--- src/logic/csu_pkg.sv ---
/*
 * csu_pkg: constants, op codes and carrier structs of the compare and skip unit.
 * Assumes one core clock and a 32-bit AXI4-Lite slave.
 */
package csu_pkg;

    // operation codes of this slice
    typedef enum logic [2:0] {
        CSU_OP_CMP      = 3'h0,
        CSU_OP_CMP_CARRY = 3'h1,
        CSU_OP_CMP_IMM  = 3'h2,
        CSU_OP_SKIP_IF_REG_BIT_CLEAR = 3'h3,
        CSU_OP_SKIP_IF_REG_BIT_SET   = 3'h4,
        CSU_OP_SKIP_IF_IO_BIT_CLEAR  = 3'h5,
        CSU_OP_SKIP_IF_IO_BIT_SET    = 3'h6
    } csu_op_e;

    // sequencer states
    typedef enum logic [1:0] {
        CSU_ST_IDLE      = 2'h0,
        CSU_ST_SKIP_WORD = 2'h1,
        CSU_ST_SKIP_LAST = 2'h2
    } csu_state_e;

    // one instruction handed over by the core
    typedef struct packed {
        csu_op_e     op;
        logic [2:0]  bit_sel;
        logic [7:0]  dest_val;
        logic [7:0]  source_reg;
        logic [7:0]  imm_val;
        logic [5:0]  io_addr;
        logic [7:0]  io_val;
        logic        next_two_word;
        logic [15:0] program_counter;
    } csu_issue_s;

    // AXI4-Lite request channels toward the slave
    typedef struct packed {
        logic [7:0]  awaddr;
        logic        awvalid;
        logic [31:0] wdata;
        logic [3:0]  wstrb;
        logic        wvalid;
        logic        bready;
        logic [7:0]  araddr;
        logic        arvalid;
        logic        rready;
    } csu_axil_req_s;

    // AXI4-Lite answer channels from the slave
    typedef struct packed {
        logic        awready;
        logic        wready;
        logic        bvalid;
        logic [1:0]  bresp;
        logic        arready;
        logic        rvalid;
        logic [31:0] rdata;
        logic [1:0]  rresp;
    } csu_axil_rsp_s;

    // status flag positions
    localparam int unsigned CSU_FLAG_C = 0;
    localparam int unsigned CSU_FLAG_Z = 1;
    localparam int unsigned CSU_FLAG_N = 2;
    localparam int unsigned CSU_FLAG_V = 3;
    localparam int unsigned CSU_FLAG_H = 5;

    // register byte offsets
    localparam logic [7:0] CSU_OFS_CTRL     = 8'h00;
    localparam logic [7:0] CSU_OFS_STATUS   = 8'h04;
    localparam logic [7:0] CSU_OFS_LAST_PC  = 8'h08;
    localparam logic [7:0] CSU_OFS_COUNTS   = 8'h0C;

    // control fields and reset values
    localparam int unsigned CSU_CTRL_EN_BIT  = 0;
    localparam int unsigned CSU_CTRL_CLR_BIT = 1;
    localparam logic [31:0] CSU_CTRL_RST     = 32'h0000_0001;
    localparam logic [15:0] CSU_PC_RST       = 16'h0000;
    localparam logic [7:0]  CSU_FLAGS_RST    = 8'h00;

    // status fields
    localparam int unsigned CSU_STAT_FLAGS_LSB = 0;
    localparam int unsigned CSU_STAT_BUSY_BIT  = 8;
    localparam int unsigned CSU_STAT_TAKE_BIT  = 9;
    localparam int unsigned CSU_STAT_IO_LSB    = 16;

    // program counter steps
    localparam logic [15:0] CSU_PC_STEP_ONE   = 16'h0001;
    localparam logic [15:0] CSU_PC_STEP_TWO   = 16'h0002;
    localparam logic [15:0] CSU_PC_STEP_THREE = 16'h0003;

    // AXI responses
    localparam logic [1:0] CSU_RESP_OKAY   = 2'h0;
    localparam logic [1:0] CSU_RESP_SLVERR = 2'h2;

endpackage

--- src/logic/csu_cmp_alu.sv ---
/*
 * csu_cmp_alu: 8-bit subtract of the compare forms, used for flags only.
 * Assumes operands stable while the result is used.
 */
`timescale 1ns/1ps
`default_nettype none
module csu_cmp_alu
    import csu_pkg::*;
(
    // operands
    input  wire logic [7:0] dest_val,
    input  wire logic [7:0] sub_val,
    input  wire logic       carry_in,
    // status in and out
    input  wire logic [7:0] flags_in,
    output var  logic [7:0] flags_out
);
    logic [7:0] diff;

    always_comb begin
        diff = dest_val - sub_val - {7'h00, carry_in};
        flags_out = flags_in;
        flags_out[CSU_FLAG_Z] = (diff == 8'h00);
        flags_out[CSU_FLAG_N] = diff[7];
        flags_out[CSU_FLAG_V] = (dest_val[7] & ~sub_val[7] & ~diff[7])
                              | (~dest_val[7] & sub_val[7] & diff[7]);
        flags_out[CSU_FLAG_C] = (~dest_val[7] & sub_val[7]) | (sub_val[7] & diff[7])
                              | (diff[7] & ~dest_val[7]);
        flags_out[CSU_FLAG_H] = (~dest_val[3] & sub_val[3]) | (sub_val[3] & diff[3])
                              | (diff[3] & ~dest_val[3]);
    end
endmodule
`default_nettype wire

--- src/logic/csu_skip_eval.sv ---
/*
 * csu_skip_eval: tests one bit of a register or I/O value for a skip.
 * Assumes a skip op code when used.
 */
`timescale 1ns/1ps
`default_nettype none
module csu_skip_eval
    import csu_pkg::*;
(
    // operation
    input  wire csu_op_e    op,
    input  wire logic [2:0] bit_sel,
    // tested values
    input  wire logic [7:0] reg_val,
    input  wire logic [7:0] io_val,
    // decision
    output var  logic       take
);
    always_comb begin
        case (op)
            CSU_OP_SKIP_IF_REG_BIT_CLEAR: take = ~reg_val[bit_sel];
            CSU_OP_SKIP_IF_REG_BIT_SET:   take = reg_val[bit_sel];
            CSU_OP_SKIP_IF_IO_BIT_CLEAR:  take = ~io_val[bit_sel];
            CSU_OP_SKIP_IF_IO_BIT_SET:    take = io_val[bit_sel];
            default:                      take = 1'b0;
        endcase
    end
endmodule
`default_nettype wire

--- src/logic/csu_compare_and_skip_unit.sv ---
/*
 * csu_compare_and_skip_unit: compare and conditional skip forms of an
 * 8-bit core, with AXI4-Lite control, status, last pc and counters.
 * Assumes the core takes the write pulses in the cycle they appear.
 */
// Chosen here: the register addresses and the AXI4-Lite register port.
// Summary of operation
// - register compare subtracts source from destination, keeps no result, sets five flags in one cycle.
// - compare with carry subtracts source and the current carry, sets five flags in one cycle.
// - compare immediate subtracts the instruction constant, keeps the register, sets flags in one cycle.
// - skip if register bit clear skips the next instruction when the bit is zero, flags untouched.
// - skip if register bit set skips the next instruction when the bit is one, flags untouched.
// - skip if I/O bit clear skips the next instruction when the I/O bit is zero, flags untouched.
// - skip if I/O bit set skips the next instruction when the I/O bit is one, flags untouched.
`timescale 1ns/1ps
`default_nettype none
module csu_compare_and_skip_unit
    import csu_pkg::*;
(
    // clock and reset
    input  wire logic          aclk,
    input  wire logic          aresetn,
    // instruction issue from the core
    input  wire logic          issue_valid,
    input  wire csu_pkg::csu_issue_s issue,
    input  wire logic [7:0]    flags_in,
    output var  logic          issue_ready,
    // results to the core
    output var  logic [7:0]    flags_out,
    output var  logic          flags_we,
    output var  logic [15:0]   pc_out,
    output var  logic          pc_we,
    output var  logic          done,
    // register bus
    input  wire csu_pkg::csu_axil_req_s axil_req,
    output var  csu_pkg::csu_axil_rsp_s axil_rsp
);
    import csu_pkg::*;

    // decoding shared by issue and bookkeeping
    function automatic logic is_skip(input csu_op_e op);
        is_skip = op inside {[CSU_OP_SKIP_IF_REG_BIT_CLEAR:CSU_OP_SKIP_IF_IO_BIT_SET]};
    endfunction

    function automatic logic is_cmp(input csu_op_e op);
        is_cmp = (op == CSU_OP_CMP) || (op == CSU_OP_CMP_CARRY) || (op == CSU_OP_CMP_IMM);
    endfunction

    // execution state
    csu_state_e  state_r,    state_nxt;
    logic [7:0]  flags_r,    flags_nxt;
    logic        flags_we_r, flags_we_nxt;
    logic [15:0] pc_r,       pc_nxt;
    logic        pc_we_r,    pc_we_nxt;
    logic        done_r,     done_nxt;
    logic        ready_r,    ready_nxt;
    logic [15:0] target_r,   target_nxt;
    logic        take_r,     take_nxt;
    logic [5:0]  io_addr_r,  io_addr_nxt;
    logic [15:0] cmp_cnt_r,  cmp_cnt_nxt;
    logic [15:0] skip_cnt_r, skip_cnt_nxt;

    // bus state
    logic [31:0] ctrl_r,     ctrl_nxt;
    logic        aw_got_r,   aw_got_nxt;
    logic [7:0]  aw_addr_r,  aw_addr_nxt;
    logic        w_got_r,    w_got_nxt;
    logic [31:0] w_data_r,   w_data_nxt;
    logic [3:0]  w_strb_r,   w_strb_nxt;
    logic        bvalid_r,   bvalid_nxt;
    logic [1:0]  bresp_r,    bresp_nxt;
    logic        rvalid_r,   rvalid_nxt;
    logic [31:0] rdata_r,    rdata_nxt;
    logic [1:0]  rresp_r,    rresp_nxt;

    logic        issue_fire;
    logic [7:0]  sub_val;
    logic        carry_in;
    logic [7:0]  cmp_flags;
    logic        skip_take;
    logic        wr_fire;
    logic        clr_counts;

    assign issue_fire = issue_valid & ready_r;

    // compare operand selection
    always_comb begin
        sub_val  = issue.source_reg;
        carry_in = 1'b0;
        case (issue.op)
            CSU_OP_CMP_CARRY: begin
                carry_in = flags_in[CSU_FLAG_C];
            end
            CSU_OP_CMP_IMM: begin
                sub_val = issue.imm_val;
            end
            default: sub_val = issue.source_reg;
        endcase
    end

    csu_cmp_alu u_cmp (
        .dest_val  (issue.dest_val),
        .sub_val   (sub_val),
        .carry_in  (carry_in),
        .flags_in  (flags_in),
        .flags_out (cmp_flags)
    );

    csu_skip_eval u_skip (
        .op      (issue.op),
        .bit_sel (issue.bit_sel),
        .reg_val (issue.source_reg),
        .io_val  (issue.io_val),
        .take    (skip_take)
    );

    // sequencer
    always_comb begin
        state_nxt    = state_r;
        flags_nxt    = flags_r;
        flags_we_nxt = 1'b0;
        pc_nxt       = pc_r;
        pc_we_nxt    = 1'b0;
        done_nxt     = 1'b0;
        target_nxt   = target_r;
        take_nxt     = take_r;
        io_addr_nxt  = io_addr_r;
        cmp_cnt_nxt  = cmp_cnt_r;
        skip_cnt_nxt = skip_cnt_r;
        case (state_r)
            CSU_ST_IDLE: begin
                if (issue_fire && is_cmp(issue.op)) begin
                    flags_nxt    = cmp_flags;
                    flags_we_nxt = 1'b1;
                    pc_nxt       = issue.program_counter + CSU_PC_STEP_ONE;
                    pc_we_nxt    = 1'b1;
                    done_nxt     = 1'b1;
                    cmp_cnt_nxt  = cmp_cnt_r + 16'h0001;
                end else if (issue_fire && is_skip(issue.op)) begin
                    take_nxt    = skip_take;
                    io_addr_nxt = issue.io_addr;
                    if (!skip_take) begin
                        pc_nxt    = issue.program_counter + CSU_PC_STEP_ONE;
                        pc_we_nxt = 1'b1;
                        done_nxt  = 1'b1;
                    end else begin
                        target_nxt   = issue.program_counter + (issue.next_two_word
                                       ? CSU_PC_STEP_THREE : CSU_PC_STEP_TWO);
                        state_nxt    = issue.next_two_word ? CSU_ST_SKIP_WORD : CSU_ST_SKIP_LAST;
                        skip_cnt_nxt = skip_cnt_r + 16'h0001;
                    end
                end
            end
            CSU_ST_SKIP_WORD: begin
                state_nxt = CSU_ST_SKIP_LAST;
            end
            CSU_ST_SKIP_LAST: begin
                pc_nxt    = target_r;
                pc_we_nxt = 1'b1;
                done_nxt  = 1'b1;
                state_nxt = CSU_ST_IDLE;
            end
            default: begin
                state_nxt = CSU_ST_IDLE;
            end
        endcase
        if (clr_counts) begin
            cmp_cnt_nxt  = 16'h0000;
            skip_cnt_nxt = 16'h0000;
        end
        ready_nxt = ctrl_r[CSU_CTRL_EN_BIT] && (state_nxt == CSU_ST_IDLE);
    end

    always_ff @(posedge aclk) begin
        if (!aresetn) begin
            state_r    <= CSU_ST_IDLE;
            flags_r    <= CSU_FLAGS_RST;
            flags_we_r <= 1'b0;
            pc_r       <= CSU_PC_RST;
            pc_we_r    <= 1'b0;
            done_r     <= 1'b0;
            ready_r    <= 1'b0;
            target_r   <= CSU_PC_RST;
            take_r     <= 1'b0;
            io_addr_r  <= 6'h00;
            cmp_cnt_r  <= 16'h0000;
            skip_cnt_r <= 16'h0000;
        end else begin
            state_r    <= state_nxt;
            flags_r    <= flags_nxt;
            flags_we_r <= flags_we_nxt;
            pc_r       <= pc_nxt;
            pc_we_r    <= pc_we_nxt;
            done_r     <= done_nxt;
            ready_r    <= ready_nxt;
            target_r   <= target_nxt;
            take_r     <= take_nxt;
            io_addr_r  <= io_addr_nxt;
            cmp_cnt_r  <= cmp_cnt_nxt;
            skip_cnt_r <= skip_cnt_nxt;
        end
    end

    assign issue_ready = ready_r;
    assign flags_out   = flags_r;
    assign flags_we    = flags_we_r;
    assign pc_out      = pc_r;
    assign pc_we       = pc_we_r;
    assign done        = done_r;

    // write path: address and data taken in either order
    assign wr_fire    = aw_got_r & w_got_r & ~bvalid_r;
    assign clr_counts = wr_fire && (aw_addr_r == CSU_OFS_CTRL) && w_strb_r[0]
                        && w_data_r[CSU_CTRL_CLR_BIT];

    always_comb begin
        aw_got_nxt  = aw_got_r;
        aw_addr_nxt = aw_addr_r;
        w_got_nxt   = w_got_r;
        w_data_nxt  = w_data_r;
        w_strb_nxt  = w_strb_r;
        bvalid_nxt  = bvalid_r;
        bresp_nxt   = bresp_r;
        ctrl_nxt    = ctrl_r;
        if (axil_req.awvalid && !aw_got_r) begin
            aw_got_nxt  = 1'b1;
            aw_addr_nxt = axil_req.awaddr;
        end
        if (axil_req.wvalid && !w_got_r) begin
            w_got_nxt  = 1'b1;
            w_data_nxt = axil_req.wdata;
            w_strb_nxt = axil_req.wstrb;
        end
        if (wr_fire) begin
            aw_got_nxt = 1'b0;
            w_got_nxt  = 1'b0;
            bvalid_nxt = 1'b1;
            bresp_nxt  = CSU_RESP_OKAY;
            case (aw_addr_r)
                CSU_OFS_CTRL: begin
                    if (w_strb_r[0]) begin
                        ctrl_nxt[CSU_CTRL_EN_BIT] = w_data_r[CSU_CTRL_EN_BIT];
                    end
                end
                CSU_OFS_STATUS, CSU_OFS_LAST_PC, CSU_OFS_COUNTS: bresp_nxt = CSU_RESP_OKAY;
                default: begin
                    bresp_nxt = CSU_RESP_SLVERR;
                end
            endcase
        end
        if (bvalid_r && axil_req.bready) begin
            bvalid_nxt = 1'b0;
        end
    end

    // read path: one read under way at a time
    always_comb begin
        rvalid_nxt = rvalid_r;
        rdata_nxt  = rdata_r;
        rresp_nxt  = rresp_r;
        if (axil_req.arvalid && !rvalid_r) begin
            rvalid_nxt = 1'b1;
            rresp_nxt  = CSU_RESP_OKAY;
            rdata_nxt  = 32'h0000_0000;
            case (axil_req.araddr)
                CSU_OFS_CTRL: begin
                    rdata_nxt[CSU_CTRL_EN_BIT] = ctrl_r[CSU_CTRL_EN_BIT];
                end
                CSU_OFS_STATUS: begin
                    rdata_nxt[CSU_STAT_FLAGS_LSB +: 8] = flags_r;
                    rdata_nxt[CSU_STAT_BUSY_BIT]       = (state_r != CSU_ST_IDLE);
                    rdata_nxt[CSU_STAT_TAKE_BIT]       = take_r;
                    rdata_nxt[CSU_STAT_IO_LSB +: 6]    = io_addr_r;
                end
                CSU_OFS_LAST_PC: begin
                    rdata_nxt[15:0] = pc_r;
                end
                CSU_OFS_COUNTS: begin
                    rdata_nxt = {skip_cnt_r, cmp_cnt_r};
                end
                default: begin
                    rresp_nxt = CSU_RESP_SLVERR;
                end
            endcase
        end else if (rvalid_r && axil_req.rready) begin
            rvalid_nxt = 1'b0;
        end
    end

    always_ff @(posedge aclk) begin
        if (!aresetn) begin
            ctrl_r    <= CSU_CTRL_RST;
            aw_got_r  <= 1'b0;
            aw_addr_r <= 8'h00;
            w_got_r   <= 1'b0;
            w_data_r  <= 32'h0000_0000;
            w_strb_r  <= 4'h0;
            bvalid_r  <= 1'b0;
            bresp_r   <= CSU_RESP_OKAY;
            rvalid_r  <= 1'b0;
            rdata_r   <= 32'h0000_0000;
            rresp_r   <= CSU_RESP_OKAY;
        end else begin
            ctrl_r    <= ctrl_nxt;
            aw_got_r  <= aw_got_nxt;
            aw_addr_r <= aw_addr_nxt;
            w_got_r   <= w_got_nxt;
            w_data_r  <= w_data_nxt;
            w_strb_r  <= w_strb_nxt;
            bvalid_r  <= bvalid_nxt;
            bresp_r   <= bresp_nxt;
            rvalid_r  <= rvalid_nxt;
            rdata_r   <= rdata_nxt;
            rresp_r   <= rresp_nxt;
        end
    end

    // ready terms are flop outputs: low while a capture is held
    assign axil_rsp.awready = ~aw_got_r;
    assign axil_rsp.wready  = ~w_got_r;
    assign axil_rsp.bvalid  = bvalid_r;
    assign axil_rsp.bresp   = bresp_r;
    assign axil_rsp.arready = ~rvalid_r;
    assign axil_rsp.rvalid  = rvalid_r;
    assign axil_rsp.rdata   = rdata_r;
    assign axil_rsp.rresp   = rresp_r;
endmodule
`default_nettype wire

--- config.mk ---
export PLATFORM = sky130hd
export DESIGN_NAME = csu_compare_and_skip_unit
export DESIGN_NICKNAME = d
export VERILOG_FILES = /design/src/logic/csu_pkg.sv /design/src/logic/csu_cmp_alu.sv /design/src/logic/csu_skip_eval.sv /design/src/logic/csu_compare_and_skip_unit.sv
export SDC_FILE = /design/constraint.sdc
export NUM_CORES = 1
export LEC_CHECK = 0
export BUFFER_PORTS_ARGS = -buffer_cell sky130_fd_sc_hd__buf_2
export CORE_MARGIN = 2
export CORE_UTILIZATION = 35
export CTS_CLUSTER_SIZE = 12
export DETAILED_ROUTE_END_ITERATION = 10
export GPL_TIMING_DRIVEN = 0
export PLACE_DENSITY = 0.61
export SYNTH_ARGS = -nofsm -noshare
export SYNTH_HDL_FRONTEND = slang
export SYNTH_SLANG_ARGS = --single-unit
--- constraint.sdc ---
create_clock -name aclk -period 6.7 [get_ports aclk]
set_input_delay 0.335 -clock aclk [delete_from_list [all_inputs] [get_ports aclk]]
set_output_delay 0.335 -clock aclk [all_outputs]
set_load 0.02 [all_outputs]
==> impl_results.md <==
* Status: completed
* CTS Hold Buffers Added at 0
* Post-CTS Setup Inserts at 0
* Largest net degree at the start of global routing at 17
* Sequential fraction of the synthesis area at 0.382
* Seq cells post-synth at 134
* Total wire length at 19.6 mm
* Leading area contributor after synthesis: dfxtp_1
* Num rows at 51
* Initial DRC Count at 396
* Die width at 146 µm
* Initial Util at 0.358
* Total placed cells including tap cells at 1248
* CP startpoint kind: primary input
* Ys async rst share at 0
* Vias in the first global route at approximately 5900
* Clock Latency Late Sink at ~0.42 ns
* Clock-pin slew on the worst setup and hold paths at 0.06 ns
* Routed via count at between 6000 and 7000
* Critical path capture point type: flop
* CTS tree: done
* Grt ovf at 0
* Worst hold path class: primary input to flop
* Worst Max-Slew Pin Slew at 0.711 ns
* RePlAce Congestion at 0.883
* DRC errors left at 0
* Post-route setup slack at around 3.6 ns
* H-tree depth reported by CTS at 4
* Root Driver: clkbuf_16
* Max-cap violations at 0
* First-pass GRT wire length at 30.9 mm
* CTS Sinks at roughly 130
* Maximum VDD drop at 0.166 mV
* Post-DP HPWL at ~15 mm
* PwrDens at 237 nW/µm²
* PortBufs at around 150
* Setup TNS Final at 0 ns
* Total Nets Final at roughly 1200
* Area grow syn2layout at 24.4%
* Via density at 4.96
* RSZ-0062 raised after global routing: no
* Place WS at 3.11 ns
* Worst slew margin relative to its limit at 0.526
* Cells after Synth at 829
* Synth Flop Type: dfxtp_1
* Arr. time, crit path at around 3.4 ns
* Io pins at 198
* Static leakage at 3.64 nW
* DRT Pass-1 Iters at 5
* Fraction of layout cells with a size suffix above 1 at 0.228
* Period utilization at 0.469
* Cts bufs inserted at 17
* Leading cell type by number of instances after synthesis: dfxtp_1
* Kind of critical path: primary input to flop
* Mapped Area at 7020 µm²
* WP data required at 6.99 ns
* Mean Syn Cell Area at 8.46 µm²
* CTS max path bufs at 2
* Total die area at roughly 21000 µm²
* Top cells by count, synth: 134 x dfxtp_1, 115 x nor2_1, 90 x nand2_1
* # setup viols final at 0
* Total GRT Usage at 0.185
* Die Y at 146 µm
* Post_cts resized at 0
* Final Util at 0.446
* Hold Slack at 0.0882 ns
* Number of enable flip-flop cells after synthesis at 0
* Fin cells at 1280
* Slew Limit Fails at 0
* Core ar. at slightly below 20000 µm²
* WL/cell at approximately 15 µm
* Synth top area share at 0.382
* Worst-path fanout max at 10
* Synth unique cells at 58
* Count of final hold-check violations at 0
* F_max at 318 MHz
* Setup Skew at 0.00732 ns
* Minimum clock period at 3.14 ns
* Synth area leaders: dfxtp_1 38%, nor2_1 6.2%, mux2i_1 5.6%, nand2_1 4.8%, a21oi_1 3.4%
* Yosys warns at 0
* Final ANT Viol Nets at 0
* Initial antenna violation count at 0
[metal layers]
| metal | vias to the layer above | track usage | share of wire |
|---|---|---|---|
| met5 | - | 0 | 0 |
| met4 | 0 | 0.0627 | 0.022 |
| li1 | 3243 | - | - |
| met1 | 2907 | 0.247 | 0.48 |
| met3 | 33 | 0.0423 | 0.049 |
| met2 | 163 | 0.297 | 0.45 |
[cells in the final DEF, fill, tap and decap left out, types with 5 or more instances in the layout]
master     instances
nand3_1           16
nor2_1           115
xor2_1            22
mux2i_1           39
o211ai_1           7
a22oi_1           20
o21ai_0           25
nor4_1             9
nand4_1           11
or3_1              9
clkinv_2           5
or4_1              7
buf_4              6
ha_1              19
dfxtp_1          134
nor3_1            15
clkbuf_16         17
nor2b_1            6
and2_1            20
nand2b_1          11
buf_2            164
clkbuf_1          31
mux2_2            16
a211o_1           15
xnor2_1           24
a211oi_1          18
inv_1             33
nand2_1           90
a21oi_1           48
and3_1             9
[kinds of logic after synthesis]
| logic type | after synthesis | share of synthesized area |
|---|---|---|
| other cells | 1 | 0.000534 |
| simple gates | 328 | 0.218 |
| compound gates | 155 | 0.148 |
| fa+ha+maj | 21 | 0.0396 |
| flops | 134 | 0.382 |
| mux | 63 | 0.106 |
| buf+inv | 81 | 0.0485 |
| xor+xnor | 46 | 0.0574 |
[critical path, stage by stage]
cell	delay (ns)
buf_2	0.11
buf_2	0.18
nor2_1	0.51
mux2_2	0.41
ha_1	0.27
inv_1	0.04
ha_1	0.32
or2_2	0.29
and2_1	0.18
o21a_1	0.11
o211ai_1	0.35
mux2i_1	0.25
a21oi_1	0.08
[area by class of cell]
cell class | instances | area (µm²)
Fill cell | 1984 | 10900
Multi-Input combinational cell | 615 | 4000
Sequential cell | 134 | 2680
Timing Repair Buffer | 153 | 766
Clock buffer | 22 | 484
Tap cell | 265 | 332
Buffer | 48 | 216
Clock inverter | 9 | 124
Inverter | 33 | 124
Antenna cell | 1 | 2.50
[where the power goes]
part           leakage [nW]  internal [mW]  switching [mW]  total [mW]
sequential             1.09          0.818          0.0167       0.834
combinational          2.25          0.113           0.160       0.273
clock                 0.306          0.619           0.341       0.960
[state kept, by name, summed over array words and instances, names as in the netlist, 2 cells and up]
name	flops
rdata_r	32
cmp_cnt_r	16
pc_out	16
skip_cnt_r	16
target_r	16
aw_addr_r	8
flags_out	8
io_addr_r	6
state_r	2
w_data_r	2
[per-stage QoR]
stage | instance area, µm² | power (mW)
2_1_floorplan | 7020 | 1.03
3_3_place_gp | 8120 | 1.12
3_5_place_dp | 8120 | 1.12
4_1_cts | 8730 | 2.08
5_1_grt | 8730 | 2.15
6_report | 8730 | 2.07
[final timing paths]
| check | slack (ns) | startpoint | depth (start not counted) | endpoint |
|---|---|---|---|---|
| min reg2reg | 0.46 | target_r[2]$_SDFFE_PN0P_ | 2 | target_r[2]$_SDFFE_PN0P_ |
| max | 3.56 | issue[60] | 13 | flags_out[3]$_SDFFE_PN0P_ |
| max reg2reg | 4.25 | w_got_r$_SDFFE_PP0P_ | 7 | cmp_cnt_r[6]$_SDFFE_PP0P_ |
| min | 0.09 | axil_req[0] | 2 | rvalid_r$_SDFFE_PN0P_ |
Note: power is estimated with default switching activity, not from simulation.
